### src/pcrc_consts.vh
// Register map, field positions and reset values of the CRC generator
`ifndef PCRC_CONSTS_VH
`define PCRC_CONSTS_VH

// Register base offsets (byte addresses)
`define PCRC_OFF_CTRL 12'ha00
`define PCRC_OFF_POLY 12'ha10
`define PCRC_OFF_RES 12'ha20
`define PCRC_OFF_DIN 12'ha30
// Alias sub-offsets
`define PCRC_ALIAS_WR 2'h0
`define PCRC_ALIAS_CLR 2'h1
`define PCRC_ALIAS_SET 2'h2
`define PCRC_ALIAS_INV 2'h3

// Control register fields
`define PCRC_F_WW_HI 28
`define PCRC_F_WW_LO 24
`define PCRC_F_PL_HI 20
`define PCRC_F_PL_LO 16
`define PCRC_F_ON 15
`define PCRC_F_STOP_IN_IDLE 13
`define PCRC_F_CNT_HI 12
`define PCRC_F_CNT_LO 8
`define PCRC_F_FULL 7
`define PCRC_F_EMPTY 6
`define PCRC_F_ISEL 5
`define PCRC_F_GO 4
`define PCRC_F_LSBF 3
`define PCRC_F_MODE 2
// Software-writable control and tap bits, reset values
`define PCRC_CTRL_WMASK 32'h1f1f_a03c
`define PCRC_POLY_WMASK 32'hffff_fffe
`define PCRC_CTRL_RST 32'h0000_0000
`define PCRC_POLY_RST 32'h0000_0000
`define PCRC_RES_RST 32'h0000_0000

// FIFO geometry: 16 slots of 32 bits, usable depth follows width
`define PCRC_FIFO_SLOTS 16
`define PCRC_PTR_W 4
`define PCRC_CNT_W 5
`define PCRC_DEPTH_NARROW 5'h10
`define PCRC_DEPTH_MID 5'h08
`define PCRC_DEPTH_WIDE 5'h04
`define PCRC_WW_NARROW_MAX 5'h07
`define PCRC_WW_MID_MAX 5'h0f

// Bus responses
`define PCRC_RESP_OKAY 2'h0
`define PCRC_RESP_SLVERR 2'h2

`endif

### src/pcrc_fifo_mem.v
// Word store for the CRC data FIFO, registered read port
`timescale 1ns/1ps
`include "pcrc_consts.vh"

module pcrc_fifo_mem (
  input wire ref_clk,
  input wire clk_en,
  input wire wr_en,
  input wire [`PCRC_PTR_W-1:0] wr_addr,
  input wire [31:0] wr_data,
  input wire [`PCRC_PTR_W-1:0] rd_addr,
  output reg [31:0] rd_data_ff
);

  reg [31:0] mem [0:`PCRC_FIFO_SLOTS-1];

  // Write port and registered read; no reset so it maps to RAM
  always @(posedge ref_clk) begin
    if (clk_en) begin
      if (wr_en) begin
        mem[wr_addr] <= wr_data;
      end
      rd_data_ff <= mem[rd_addr];
    end
  end

endmodule

### src/pcrc_top.v
// Programmable CRC generator with AXI4-Lite registers and data FIFO
//
// The AXI4-Lite slave port was decided locally.
`timescale 1ns/1ps
`include "pcrc_consts.vh"

module pcrc_top (
  input wire ref_clk,
  input wire reset_n,
  input wire clk_en,
  input wire sys_idle,
  input wire [11:0] s_axi_awaddr,
  input wire s_axi_awvalid,
  output reg s_axi_awready,
  input wire [31:0] s_axi_wdata,
  input wire [3:0] s_axi_wstrb,
  input wire s_axi_wvalid,
  output reg s_axi_wready,
  output reg [1:0] s_axi_bresp,
  output reg s_axi_bvalid,
  input wire s_axi_bready,
  input wire [11:0] s_axi_araddr,
  input wire s_axi_arvalid,
  output reg s_axi_arready,
  output reg [31:0] s_axi_rdata,
  output reg [1:0] s_axi_rresp,
  output reg s_axi_rvalid,
  input wire s_axi_rready,
  output reg crc_irq_ff
);

  // ----------------------------------------------------------------
  // Pin synchroniser for the idle indication
  // ----------------------------------------------------------------
  reg idle_s1_ff;
  reg idle_s2_ff;
  reg idle_s3_ff;
  reg idle_ff;

  // Three stages; idle counts once stages two and three agree
  always @(posedge ref_clk or negedge reset_n) begin
    if (!reset_n) begin
      idle_s1_ff <= 1'b0;
      idle_s2_ff <= 1'b0;
      idle_s3_ff <= 1'b0;
      idle_ff <= 1'b0;
    end else if (clk_en) begin
      idle_s1_ff <= sys_idle;
      idle_s2_ff <= idle_s1_ff;
      idle_s3_ff <= idle_s2_ff;
      if (idle_s2_ff == idle_s3_ff) begin
        idle_ff <= idle_s3_ff;
      end
    end
  end

  // ----------------------------------------------------------------
  // Registers and state
  // ----------------------------------------------------------------
  reg [31:0] ctrl_ff;
  reg [31:0] poly_ff;
  reg [31:0] res_ff;
  reg [31:0] din_ff;
  reg [`PCRC_PTR_W-1:0] wptr_ff;
  reg [`PCRC_PTR_W-1:0] rptr_ff;
  reg [`PCRC_CNT_W-1:0] cnt_ff;
  reg [31:0] shreg_ff;
  reg [5:0] bits_left_ff;
  reg load_pend_ff;
  reg fifo_empty_d_ff;
  reg shift_busy_d_ff;

  // Bus write channel holding registers
  reg aw_got_ff;
  reg w_got_ff;
  reg [11:0] awaddr_ff;
  reg [31:0] wdata_ff;
  reg [3:0] wstrb_ff;

  wire [31:0] mem_rd_data;
  wire [4:0] word_w_m1 = ctrl_ff[`PCRC_F_WW_HI:`PCRC_F_WW_LO];
  wire [4:0] poly_l_m1 = ctrl_ff[`PCRC_F_PL_HI:`PCRC_F_PL_LO];
  wire lsb_first = ctrl_ff[`PCRC_F_LSBF];
  wire go_bit = ctrl_ff[`PCRC_F_GO];

  wire [`PCRC_CNT_W-1:0] depth = (word_w_m1 <= `PCRC_WW_NARROW_MAX) ? `PCRC_DEPTH_NARROW :
    (word_w_m1 <= `PCRC_WW_MID_MAX) ? `PCRC_DEPTH_MID : `PCRC_DEPTH_WIDE;
  wire fifo_full = (cnt_ff >= depth);
  wire fifo_empty = (cnt_ff == {`PCRC_CNT_W{1'b0}});

  wire run = ctrl_ff[`PCRC_F_ON] & ~(ctrl_ff[`PCRC_F_STOP_IN_IDLE] & idle_ff);
  // shifter active only while start set
  wire shift_on = run & go_bit;

  // ----------------------------------------------------------------
  // Bus write decode
  // ----------------------------------------------------------------
  wire wr_fire = aw_got_ff & w_got_ff & ~s_axi_bvalid;
  wire [11:0] wr_base = {awaddr_ff[11:4], 4'h0};
  wire [1:0] wr_alias = awaddr_ff[3:2];
  wire [31:0] strb_mask;
  wire wr_ctrl = wr_fire & (wr_base == `PCRC_OFF_CTRL);
  wire wr_poly = wr_fire & (wr_base == `PCRC_OFF_POLY);
  wire wr_res = wr_fire & (wr_base == `PCRC_OFF_RES);
  wire wr_din = wr_fire & (wr_base == `PCRC_OFF_DIN);
  wire wr_hit = wr_ctrl | wr_poly | wr_res | wr_din;

  // Byte enables spread to a bit mask
  genvar gi;
  generate
    for (gi = 0; gi < 4; gi = gi + 1) begin : g_strb
      assign strb_mask[gi*8+7:gi*8] = {8{wstrb_ff[gi]}};
    end
  endgenerate

  function [31:0] alias_apply;
    input [31:0] cur;
    input [31:0] val;
    input [31:0] msk;
    input [1:0] kind;
    begin
      case (kind)
        `PCRC_ALIAS_WR: alias_apply = (cur & ~msk) | (val & msk);
        `PCRC_ALIAS_CLR: alias_apply = cur & ~(val & msk);
        `PCRC_ALIAS_SET: alias_apply = cur | (val & msk);
        `PCRC_ALIAS_INV: alias_apply = cur ^ (val & msk);
        default: alias_apply = cur;
      endcase
    end
  endfunction

  wire [31:0] din_new = alias_apply(din_ff, wdata_ff, strb_mask, wr_alias);
  // word pushed when the FIFO accepts it
  wire push = wr_din & ~fifo_full;
  // Pop into shifter: engine running, shifter idle, data waiting
  wire pop = shift_on & ~fifo_empty & (bits_left_ff == 6'h00) & ~load_pend_ff;
  wire shift_busy = load_pend_ff | (bits_left_ff != 6'h00);

  // ----------------------------------------------------------------
  // AXI4-Lite handshakes
  // ----------------------------------------------------------------
  // Address and data latched independently, either order
  always @(posedge ref_clk or negedge reset_n) begin
    if (!reset_n) begin
      aw_got_ff <= 1'b0;
      w_got_ff <= 1'b0;
      awaddr_ff <= 12'h000;
      wdata_ff <= 32'h0000_0000;
      wstrb_ff <= 4'h0;
      s_axi_awready <= 1'b0;
      s_axi_wready <= 1'b0;
      s_axi_bvalid <= 1'b0;
      s_axi_bresp <= `PCRC_RESP_OKAY;
    end else if (clk_en) begin
      s_axi_awready <= ~aw_got_ff & ~s_axi_awready & s_axi_awvalid;
      s_axi_wready <= ~w_got_ff & ~s_axi_wready & s_axi_wvalid;
      if (s_axi_awvalid & s_axi_awready) begin
        aw_got_ff <= 1'b1;
        awaddr_ff <= s_axi_awaddr;
      end
      if (s_axi_wvalid & s_axi_wready) begin
        w_got_ff <= 1'b1;
        wdata_ff <= s_axi_wdata;
        wstrb_ff <= s_axi_wstrb;
      end
      if (wr_fire) begin
        s_axi_bvalid <= 1'b1;
        s_axi_bresp <= wr_hit ? `PCRC_RESP_OKAY : `PCRC_RESP_SLVERR;
      end else if (s_axi_bvalid & s_axi_bready) begin
        s_axi_bvalid <= 1'b0;
        aw_got_ff <= 1'b0;
        w_got_ff <= 1'b0;
      end
    end
  end

  // Read channel: one-cycle ready, data registered next cycle
  wire [11:0] rd_base = {s_axi_araddr[11:4], 4'h0};
  reg [31:0] rd_mux;
  reg rd_hit;

  always @* begin
    rd_hit = 1'b1;
    case (rd_base)
      `PCRC_OFF_CTRL: rd_mux = (ctrl_ff & `PCRC_CTRL_WMASK)
        | ({27'h0, cnt_ff} << `PCRC_F_CNT_LO)
        | ({31'h0, fifo_full} << `PCRC_F_FULL)
        | ({31'h0, fifo_empty} << `PCRC_F_EMPTY);
      `PCRC_OFF_POLY: rd_mux = poly_ff & `PCRC_POLY_WMASK;
      `PCRC_OFF_RES: rd_mux = res_ff;
      `PCRC_OFF_DIN: rd_mux = din_ff;
      default: begin
        rd_mux = 32'h0000_0000;
        rd_hit = 1'b0;
      end
    endcase
  end

  // Reads answer one cycle after address accepted
  always @(posedge ref_clk or negedge reset_n) begin
    if (!reset_n) begin
      s_axi_arready <= 1'b0;
      s_axi_rvalid <= 1'b0;
      s_axi_rdata <= 32'h0000_0000;
      s_axi_rresp <= `PCRC_RESP_OKAY;
    end else if (clk_en) begin
      s_axi_arready <= s_axi_arvalid & ~s_axi_arready & ~s_axi_rvalid;
      if (s_axi_arvalid & s_axi_arready) begin
        s_axi_rvalid <= 1'b1;
        s_axi_rdata <= rd_mux;
        s_axi_rresp <= rd_hit ? `PCRC_RESP_OKAY : `PCRC_RESP_SLVERR;
      end else if (s_axi_rvalid & s_axi_rready) begin
        s_axi_rvalid <= 1'b0;
      end
    end
  end

  // ----------------------------------------------------------------
  // Configuration registers
  // ----------------------------------------------------------------
  wire [31:0] ctrl_new = alias_apply(ctrl_ff, wdata_ff, strb_mask, wr_alias);
  wire [31:0] poly_new = alias_apply(poly_ff, wdata_ff, strb_mask, wr_alias);

  // fields stored; write mask drops unused bits
  always @(posedge ref_clk or negedge reset_n) begin
    if (!reset_n) begin
      ctrl_ff <= `PCRC_CTRL_RST;
      poly_ff <= `PCRC_POLY_RST;
      din_ff <= 32'h0000_0000;
    end else if (clk_en) begin
      if (wr_ctrl) begin
        ctrl_ff <= ctrl_new & `PCRC_CTRL_WMASK;
      end
      if (wr_poly) begin
        poly_ff <= poly_new & `PCRC_POLY_WMASK;
      end
      if (wr_din) begin
        din_ff <= din_new;
      end
    end
  end

  // ----------------------------------------------------------------
  // FIFO pointers and count
  // ----------------------------------------------------------------
  // count tracks pushes and pops
  always @(posedge ref_clk or negedge reset_n) begin
    if (!reset_n) begin
      wptr_ff <= {`PCRC_PTR_W{1'b0}};
      rptr_ff <= {`PCRC_PTR_W{1'b0}};
      cnt_ff <= {`PCRC_CNT_W{1'b0}};
    end else if (clk_en) begin
      if (push) begin
        wptr_ff <= wptr_ff + 1'b1;
      end
      if (pop) begin
        rptr_ff <= rptr_ff + 1'b1;
      end
      if (push & ~pop) begin
        cnt_ff <= cnt_ff + 1'b1;
      end else if (pop & ~push) begin
        cnt_ff <= cnt_ff - 1'b1;
      end
    end
  end

  pcrc_fifo_mem u_mem (
    .ref_clk(ref_clk),
    .clk_en(clk_en),
    .wr_en(push),
    .wr_addr(wptr_ff),
    .wr_data(din_new),
    .rd_addr(rptr_ff),
    .rd_data_ff(mem_rd_data)
  );

  // ----------------------------------------------------------------
  // Serial shifter and CRC state
  // ----------------------------------------------------------------
  // Next input bit follows the shift order
  wire in_bit = lsb_first ? shreg_ff[0] : shreg_ff[word_w_m1];
  wire fb = in_bit ^ res_ff[poly_l_m1];
  wire [31:0] len_mask = {32{1'b1}} >> (5'd31 - poly_l_m1);
  wire [31:0] crc_step = ({res_ff[30:0], 1'b0} ^ ({32{fb}} & poly_ff)) & len_mask;
  wire [31:0] res_new = alias_apply(res_ff, wdata_ff, strb_mask, wr_alias);

  always @(posedge ref_clk or negedge reset_n) begin
    if (!reset_n) begin
      res_ff <= `PCRC_RES_RST;
      shreg_ff <= 32'h0000_0000;
      bits_left_ff <= 6'h00;
      load_pend_ff <= 1'b0;
    end else if (clk_en) begin
      // clearing start aborts shifting in progress
      if (!shift_on) begin
        bits_left_ff <= 6'h00;
        load_pend_ff <= 1'b0;
      end else if (pop) begin
        load_pend_ff <= 1'b1;
      end else if (load_pend_ff) begin
        load_pend_ff <= 1'b0;
        shreg_ff <= mem_rd_data;
        bits_left_ff <= {1'b0, word_w_m1} + 6'h01;
      end else if (bits_left_ff != 6'h00) begin
        shreg_ff <= lsb_first ? {1'b0, shreg_ff[31:1]} : {shreg_ff[30:0], 1'b0};
        bits_left_ff <= bits_left_ff - 6'h01;
        res_ff <= crc_step;
      end
      // software seed preload wins over shifting
      if (wr_res) begin
        res_ff <= res_new;
      end
    end
  end

  // ----------------------------------------------------------------
  // Interrupt event
  // ----------------------------------------------------------------
  // One-cycle pulse on the chosen condition's rising edge
  always @(posedge ref_clk or negedge reset_n) begin
    if (!reset_n) begin
      fifo_empty_d_ff <= 1'b1;
      shift_busy_d_ff <= 1'b0;
      crc_irq_ff <= 1'b0;
    end else if (clk_en) begin
      fifo_empty_d_ff <= fifo_empty;
      shift_busy_d_ff <= shift_busy | ~fifo_empty;
      if (ctrl_ff[`PCRC_F_ISEL]) begin
        // FIFO just drained, last word still shifting
        crc_irq_ff <= run & fifo_empty & ~fifo_empty_d_ff;
      end else begin
        crc_irq_ff <= run & ~(shift_busy | ~fifo_empty) & shift_busy_d_ff;
      end
    end
  end

endmodule

### config.mk
export PLATFORM = sky130hd
export DESIGN_NAME = pcrc_top
export DESIGN_NICKNAME = d
export VERILOG_FILES = /design/src/pcrc_fifo_mem.v /design/src/pcrc_top.v
export VERILOG_INCLUDE_DIRS = /design/src /design/src/src
export SDC_FILE = /design/constraint.sdc
export NUM_CORES = 1
export LEC_CHECK = 0
export CELL_PAD_IN_SITES_DETAIL_PLACEMENT = 1
export CELL_PAD_IN_SITES_GLOBAL_PLACEMENT = 1
export CORE_ASPECT_RATIO = 0.75
export CORE_MARGIN = 8
export CORE_UTILIZATION = 54
export DETAILED_ROUTE_END_ITERATION = 6
export DONT_BUFFER_PORTS = 1
export GPL_TIMING_DRIVEN = 0
export MAX_ROUTING_LAYER = met4
export PLACE_DENSITY_LB_ADDON = 0.2
export SLEW_MARGIN = 20
export SYNTH_ARGS = -nofsm -noshare
export SYNTH_HDL_FRONTEND = slang
export SYNTH_SLANG_ARGS = --single-unit
### constraint.sdc
create_clock -name ref_clk -period 5.7 [get_ports ref_clk]
set_input_delay 0.285 -clock ref_clk [delete_from_list [all_inputs] [get_ports ref_clk]]
set_output_delay 0.285 -clock ref_clk [all_outputs]
set_load 0.01 [all_outputs]
==> key figures, run 1 <==
Logic synthesis
  – Sequential share of the synthesized area: 0.5911
  – Yosys warnings: 0
  – FF+latch count, synth: ~800
  – Synth top area cells: edfxtp_1 (42%), dfrtp_1 (17%), mux4_2 (12%), ha_1 (4.6%), mux2_2 (2.7%)
  – Cells after synthesis: approximately 2.7k
  – Post-synth ARST share: 0.3208
  – Distinct cells, synth: 68
  – Post-Syn Area: 0.03852 mm^2
  – Number of synthesized flops with an enable pin: between 500 and 600
  – Avg Inst Size Synth: approximately 14 um^2
  – Synth top area share: 0.4241
  – Synth area leader: edfxtp_1
  – Synth Flop Type: edfxtp_1

Detailed routing
  – First DRT Iteration DRCs: slightly below 4k
  – Wirelength, routed: approximately 150000 um
  – Routed Antenna Nets: 0
  – Vias: roughly 28k
  – WL/cell: between 30 and 40 um
  – Drt via density: approximately 7.3
  – Drt drc: 0
  – Initial DRT Pass Iterations: 6

Finish
  – Final Util: 0.6189
  – Layout cell share with drive strength beyond 1: 0.1820
  – Most common cell after layout, fill and taps aside: edfxtp_1
  – Cell Count, Final, Fillers Out: about 3.9k
  – Diodes inserted: 0
  – Layout area overhead: 12.97%
  – Most frequent cells in the layout: edfxtp_1 (544), dfrtp_1 (256), nand2_1 (231)
  – Final #Nets: about 3.1k
  – Fin area: between 0.04 and 0.05 mm^2

Pwr
  – Internal Power: between 10000 and 15000 uW
  – Psw: about 6400 uW
  – Combinational share of power: 0.275
  – Sequential Power Share: 0.429
  – Clock network fraction of total power: 0.296
  – Leak: approximately 0.016 uW
  – Sw Share: 0.3615
  – Power per Cell Area: a little over 400 mW/mm^2
  – Max VDD drop: between 0.0003 and 0.0004 V

CTS
  – CTS tree: yes
  – Post-CTS Hold Buffers: 58
  – Clock buffer depth: 3
  – Clock transition at path regs: 60 ps
  – Clock latency on the worst-skew pair: between 600 and 700 ps
  – Num CTS Buffers: just under 80
  – Post-CTS setup buffer count: 0
  – CTS Sinks: 801
  – # H-tree levels: 3
  – CTS root buffer: clkbuf_16

STA
  – Minimum clock period: between 5000 and 6000 ps
  – RSZ-0062 raised after global routing: no
  – Setup violators final: 0
  – Slew Limit Fails: 0
  – Clock skew: ~30 ps
  – Post-route setup TNS: 0 ps
  – FMAX: 180.3 MHz
  – Final Hold Slack: -652.7 ps
  – Final Hold Vio Count: 257
  – Relative slew margins: 0.1667
  – Period utilization: 0.9729
  – Worst slew pin tran: between 1000 and 1500 ps

Floorplan
  – Row cnt: 84
  – Core area: about 0.07 mm^2
  – Top Ports: around 110
  – Die area: ~0.080 mm^2
  – Die H: ~250 um
  – Die width: about 320 um
  – Initial Util: 0.5479

Place
  – Post-place instance area: 0.04039 mm^2
  – Placed cell count: between 3k and 4k
  – HPWL Detailed: around 100000 um
  – Port bufs: 0
  – Gpl congestion: ~0.99

Critical path
  – Worst Setup Start Kind: flop
  – WP data arrival: slightly below 6000 ps
  – Setup crit end kind: flop
  – Kind of critical path: flop to flop
  – CP Data Required Time: just over 6000 ps
  – Worst Path Max Fanout: 9

Min path
  – HP Class: input pin to async pin

Global routing
  – Initial antenna violation count: 2
  – GR Overflow Total: 0
  – Vias in the first global route: between 20k and 30k
  – First-pass GRT wire length: 210300 um
  – Largest net degree at the start of global routing: between 200 and 300
  – Total GRT Usage: 0.3723

Status
  – Run status: complete, but fails checks
  – Failing checks: hold timing

Job
  – Max Cap Viol: 0
-- cells by family after synthesis --
logic type | share of synthesized area
flops | 0.5911
fa+ha+maj | 0.04664
simple gates | 0.07185
other cells | 0.00009735
compound gates | 0.09731
buf+inv | 0.02446
xor+xnor | 0.003833
mux | 0.1647
-- through the flow --
step / hold WS (ps) / setup slack, ps / power (uW)
floorplan: -10.59 / 455.7 / 10140
finish: -652.7 / 154.6 / 17760
global route: -661.6 / 59.83 / 18130
global placement: 14.62 / -3383 / 11880
detailed placement: 16.92 / -34.83 / 12230
CTS: -669.2 / 286.1 / 17450
-- per-layer routing --
metal	global-route usage	wire [um]	up-vias
met5	-	0	-
met4	0.08745	3731	0
met3	0.1177	19070	295
met2	0.5331	64310	2036
met1	0.5211	60060	15040
li1	-	-	11080
-- timing repair --
item	CTS	global route
resized for setup	1	0
endpoints found under the hold margin	348	257
setup endpoints to repair	14	0
-- worst max-delay path, stage by stage, from the launching register on --
cell and delay, ps:
dfrtp_1 360, clkbuf_1 580, inv_1 310, nor2_1 330
nor2_1 160, nor2_1 140, ha_1 240, inv_1 60
o31ai_1 60, a21o_1 190, a21o_1 310, nor3_2 580
nand2_1 440, nor3_2 650, buf_4 340, buf_4 230
buf_4 210
-- layout make-up --
type	instances	area [um^2]
Tap cell	946	1184
Multi-Input combinational cell	1697	14990
Inverter	33	123.9
Timing Repair Buffer	99	1117
Fill cell	6528	26800
Clock buffer	97	2086
Buffer	200	838.3
Sequential cell	801	22770
Clock inverter	46	414.1
-- synthesized netlist by cell type (19+ instances only) --
cell type    n
a21o_1      26
a21oi_1    187
a22o_1      62
a311oi_1    19
a31oi_1     29
and3b_1     22
buf_1       38
buf_2       30
clkbuf_1   124
dfrtp_1    256
edfxtp_1   544
ha_1       142
inv_1       33
mux2_2      92
mux2i_1     85
mux4_2     198
nand2_1    231
nand3_1     29
nand4_1     36
nor2_1     129
nor3b_1     42
o2111ai_1   25
o211ai_1    27
o21ai_0    154
-- registers in the layout, indices dropped and copies added, names as in the netlist, 4 cells and up, named ones only --
| signal | flops |
|---|---|
| cnt_ff | 5 |
| bits_left_ff | 6 |
| shreg_ff | 32 |
| wptr_ff | 4 |
| u_mem.mem | 512 |
| rptr_ff | 4 |
| s_axi_rdata | 32 |
| din_ff | 32 |
| u_mem.rd_data_ff | 32 |
| wdata_ff | 32 |
| awaddr_ff | 10 |
| wstrb_ff | 4 |
| res_ff | 32 |
| poly_ff | 31 |
-- power groups by stage --
stage / clock network (uW) / registers [uW] / logic [uW]
finish: 5250 / 7610 / 4890
global route: 5440 / 7620 / 5070
CTS: 5240 / 7580 / 4630
detailed placement: 0 / 7690 / 4540
global placement: 0 / 7670 / 4210
floorplan: 0 / 7490 / 2650
-- path summary, 6_finish.rpt --
| kind | startpoint | to | slack [ps] | cells past startpoint |
|---|---|---|---|---|
| worst max-delay path | flop | u_mem.mem[3][18] | 150 | 16 |
| worst min register to register | awaddr_ff[10] | awaddr_ff[10] | 510 | 1 |
| worst max register to register | flop | u_mem.mem[3][18] | 150 | 16 |
| max in group asynchronous | reset_n | async pin | 5560 | 0 |
| min in group ref_clk | s_axi_araddr[11] | s_axi_rdata[0] | 100 | 3 |
| worst min-delay path | reset_n | wptr_ff[2] | -650 | 0 |
No activity file was read; power rests on OpenSTA's default activity.
==> run 2: changes to the inputs <==
SYNTH_HIERARCHICAL = 1   (was default)
==> run 2 against run 1 <==
  * The flow still finishes with violations (hold timing)
  * Core utilization up 0.32 points
  * Setup slack gained 220 ps
  * Die area fell by 3.7%
  * Via count fell by 8.2%
  * Register-to-register slack gained 220 ps
  * Sequential cell count stayed put
  * Global-route usage shrank 1.9 points
  * Largest cell class unchanged
  * Highest routed layer unchanged
==> key figures, run 2 <==
Logic synthesis
  – Post-synth ARST share: 0.3208 (unchanged)
  – Post-Syn Area: 0.03701 mm^2 (-3.9%)
  – Synth area leader: edfxtp_1
  – Yosys warnings: 6 (+6)
  – Synth Flop Type: edfxtp_1
  – Cells after synthesis: 2630 (-3.7%)
  – Distinct cells, synth: 68 (unchanged)
  – Synth top area share: 0.4414 (+0.01732)
  – Synth top cells by count: edfxtp_1 (544), nand2_1 (293), dfrtp_1 (256)
  – Count leader, synth: edfxtp_1
  – Number of synthesized flops with an enable pin: 544 (unchanged)
  – Avg Inst Size Synth: 14.07 um^2 (-0.27%)
  – Sequential share of the synthesized area: 0.6152 (+0.02414)
  – Synth top area cells: edfxtp_1 (44%), dfrtp_1 (17%), mux4_2 (10%), ha_1 (4.7%), nand2_1 (3.0%)
  – FF+latch count, synth: 801 (unchanged)

STA
  – FMAX: 187.8 MHz (+4.2%)
  – Relative slew margins: 0.1709 (+0.004228)
  – Setup violators final: 0 (unchanged)
  – Final Hold Slack: -662.5 ps (-9.836 ps)
  – RSZ-0062 raised after global routing: no
  – Final Hold Vio Count: 257 (unchanged)
  – Worst slew pin tran: 1244 ps (-6.342 ps)
  – Slew Limit Fails: 0 (unchanged)
  – Clock skew: 39.21 ps (+9.863 ps)
  – Minimum clock period: 5324 ps (-221.6 ps)
  – Period utilization: 0.9340 (-0.03889)

Global routing
  – Largest net degree at the start of global routing: 258 (unchanged)
  – Met3 Use GR: 0.09361 (-0.02412)
  – Vias in the first global route: 27.00k (-5.8%)
  – GR Util met2: 0.5142 (-0.01888)
  – Met1 usage: 0.5001 (-0.02099)
  – Busiest grt layer: met2
  – Initial antenna violation count: 7 (+5)
  – GR Overflow Total: 0 (unchanged)
  – Total GRT Usage: 0.3537 (-0.01857)
  – First-pass GRT wire length: 194100 um (-7.7%)

CTS
  – Clock buffer depth: 3 (unchanged)
  – Clock latency on the worst-skew pair: 660 ps (about the same)
  – Num CTS Buffers: 79 (unchanged)
  – CTS tree: yes
  – Clock transition at path regs: 70 ps (about the same)
  – Post-CTS Hold Buffers: 58 (unchanged)
  – CTS Sinks: 801 (unchanged)
  – # H-tree levels: 3 (unchanged)
  – CTS root buffer: clkbuf_16

Finish
  – Most frequent cells in the layout: edfxtp_1 (544), nand2_1 (293), dfrtp_1 (256)
  – Most common cell after layout, fill and taps aside: edfxtp_1
  – Top reg by flops: u_mem/mem
  – Max reg flops: 512 (unchanged)
  – Cell Count, Final, Fillers Out: 3782 (-3.5%)
  – Layout area overhead: 14.52%
  – Layout cell share with drive strength beyond 1: 0.1691 (-0.01287)
  – Final #Nets: 3024 (-3.2%)

Critical path
  – Crit path max-delay family: simple AND/OR/NAND/NOR gates
  – CP Data Required Time: 6040 ps (about the same)
  – Crit path to: u_mem/mem[0][14]
  – Slowest cell on the critical path: nor3_2
  – Setup crit end kind: flop
  – WP data arrival: 5660 ps (-230 ps)
  – CP most frequent cell: buf_6
  – Crit. path cell count: 17 (+1)
  – Worst Path Max Fanout: 10 (+1)
  – CP Cell Sequence: buf_2 -> nand3_1 -> nor2_1 -> nor2_1 -> nor2_2 -> ha_1 -> nand2_1 -> a21boi_0 -> o21ai_0 -> nand2b_1 -> nor2_2 -> nand2_1 -> or3_1 -> nor3_2 -> buf_6 -> buf_6 -> buf_6
  – Cell count of the worst reg-to-reg path: 17 (+1)
  – Worst r2r dst: u_mem/mem[0][14]
  – CP max stage delay: 540 ps (-110 ps)
  – Kind of critical path: flop to flop
  – Worst Setup Start Kind: flop
  – Buffers and inverters on the worst path: 4 (-2)
  – Flop2flop setup slack: 380 ps (+220 ps)

Detailed routing
  – WL/cell: 35.73 um (-4.9%)
  – Drt via density: 6.906 (-4.9%)
  – Wirelength, routed: 135100 um (-8.2%)
  – Drt drc: 0 (unchanged)
  – First DRT Iteration DRCs: 3410 (-14%)
  – Vias: 26.12k (-8.2%)
  – Routed Antenna Nets: 0 (unchanged)
  – Initial DRT Pass Iterations: 6 (unchanged)

Floorplan
  – Initial Util: 0.5433 (-0.004598)
  – Row cnt: 83 (-1.2%)
  – Die width: 318.3 um (-1.9%)
  – Die area: 0.07726 mm^2 (-3.7%)
  – Top Ports: 111 (unchanged)
  – Die H: 242.7 um (-1.9%)
  – Core area: 0.06813 mm^2 (-3.1%)

Pwr
  – Max VDD drop: 0.0002882 V (-25%)
  – Power per Cell Area: 429.1 mW/mm^2 (+5.2%)
  – Leak: 0.01546 uW (-2.4%)
  – Overall power: 18190 uW (+2.4%)

Status
  – Failing checks: hold timing
  – Run status: complete, but fails checks

Place
  – Port bufs: 0 (unchanged)
  – HPWL Detailed: 94700 um (-7.5%)
  – Placed cell count: 3565 (-4.1%)
  – Gpl congestion: 0.9848 (-0.95%)

Job
  – Max Cap Viol: 0 (unchanged)

Min path
  – HP Class: input pin to async pin
[run 2: worst min path at each step]
| stage | slack (ps) | endpoint |
|---|---|---|
| final | -660 | cnt_ff[1] |
| after detailed placement | -5 | cnt_ff[1] |
| after global routing | -680 | cnt_ff[1] |
| after floorplan | -10 | async pin |
| after CTS | -700 | poly_ff[10] |
| after global placement | -3 | cnt_ff[1] |
[run 2: repair_timing]
item                                    4_1_cts  5_1_grt
endpoints found under the setup margin      155       86
setup buffers                                 1        2
pin swaps                                     1        2
endpoints found under the hold margin       348      257
resized for setup                             3        2
[run 2: cells by family after synthesis]
family          Yosys count  synth area share
compound gates          584           0.09605
xor+xnor                 39          0.009433
fa+ha+maj               140           0.04753
buf+inv                 200           0.02208
flops                   801            0.6152
mux                     329            0.1483
other cells               1         0.0001013
simple gates            536           0.06133
[run 2: layer usage]
layer / vias up / wire [um]
met5: - / 0
met2: 1599 / 59960
met4: 0 / 3349
met1: 13800 / 56530
li1: 10460 / -
met3: 257 / 15290
[run 2: cell type report]
type | instances | area (um^2)
Tap cell | 892 | 1116
Clock buffer | 97 | 2138
Fill cell | 6332 | 25740
Timing Repair Buffer | 103 | 1279
Clock inverter | 49 | 608.1
Multi-Input combinational cell | 1630 | 13630
Buffer | 171 | 709.4
Inverter | 29 | 108.9
Sequential cell | 801 | 22770
Antenna cell | 10 | 25.02
[run 2: where the power goes]
part | total, uW | switching [uW] | internal [uW]
logic | 4960 | 3550 | 1410
registers | 7550 | 341 | 7210
clock network | 5670 | 2360 | 3310
total | 18200 | 6250 | 11900
[run 2: metrics by stage]
step	area, um^2	worst slack, ps	TNS (ps)	util	hold WS, ps
floorplan	37010	637.8	0	-	-10.59
global placement	38130	-4341	-1452040	0.5597	-2.931
detailed placement	38950	-167.9	-5706	0.5717	-4.695
CTS	42310	201.2	0	0.6210	-696.5
global route	42380	105.6	0	0.6221	-683.5
finish	42380	376.3	0	0.6222	-662.5
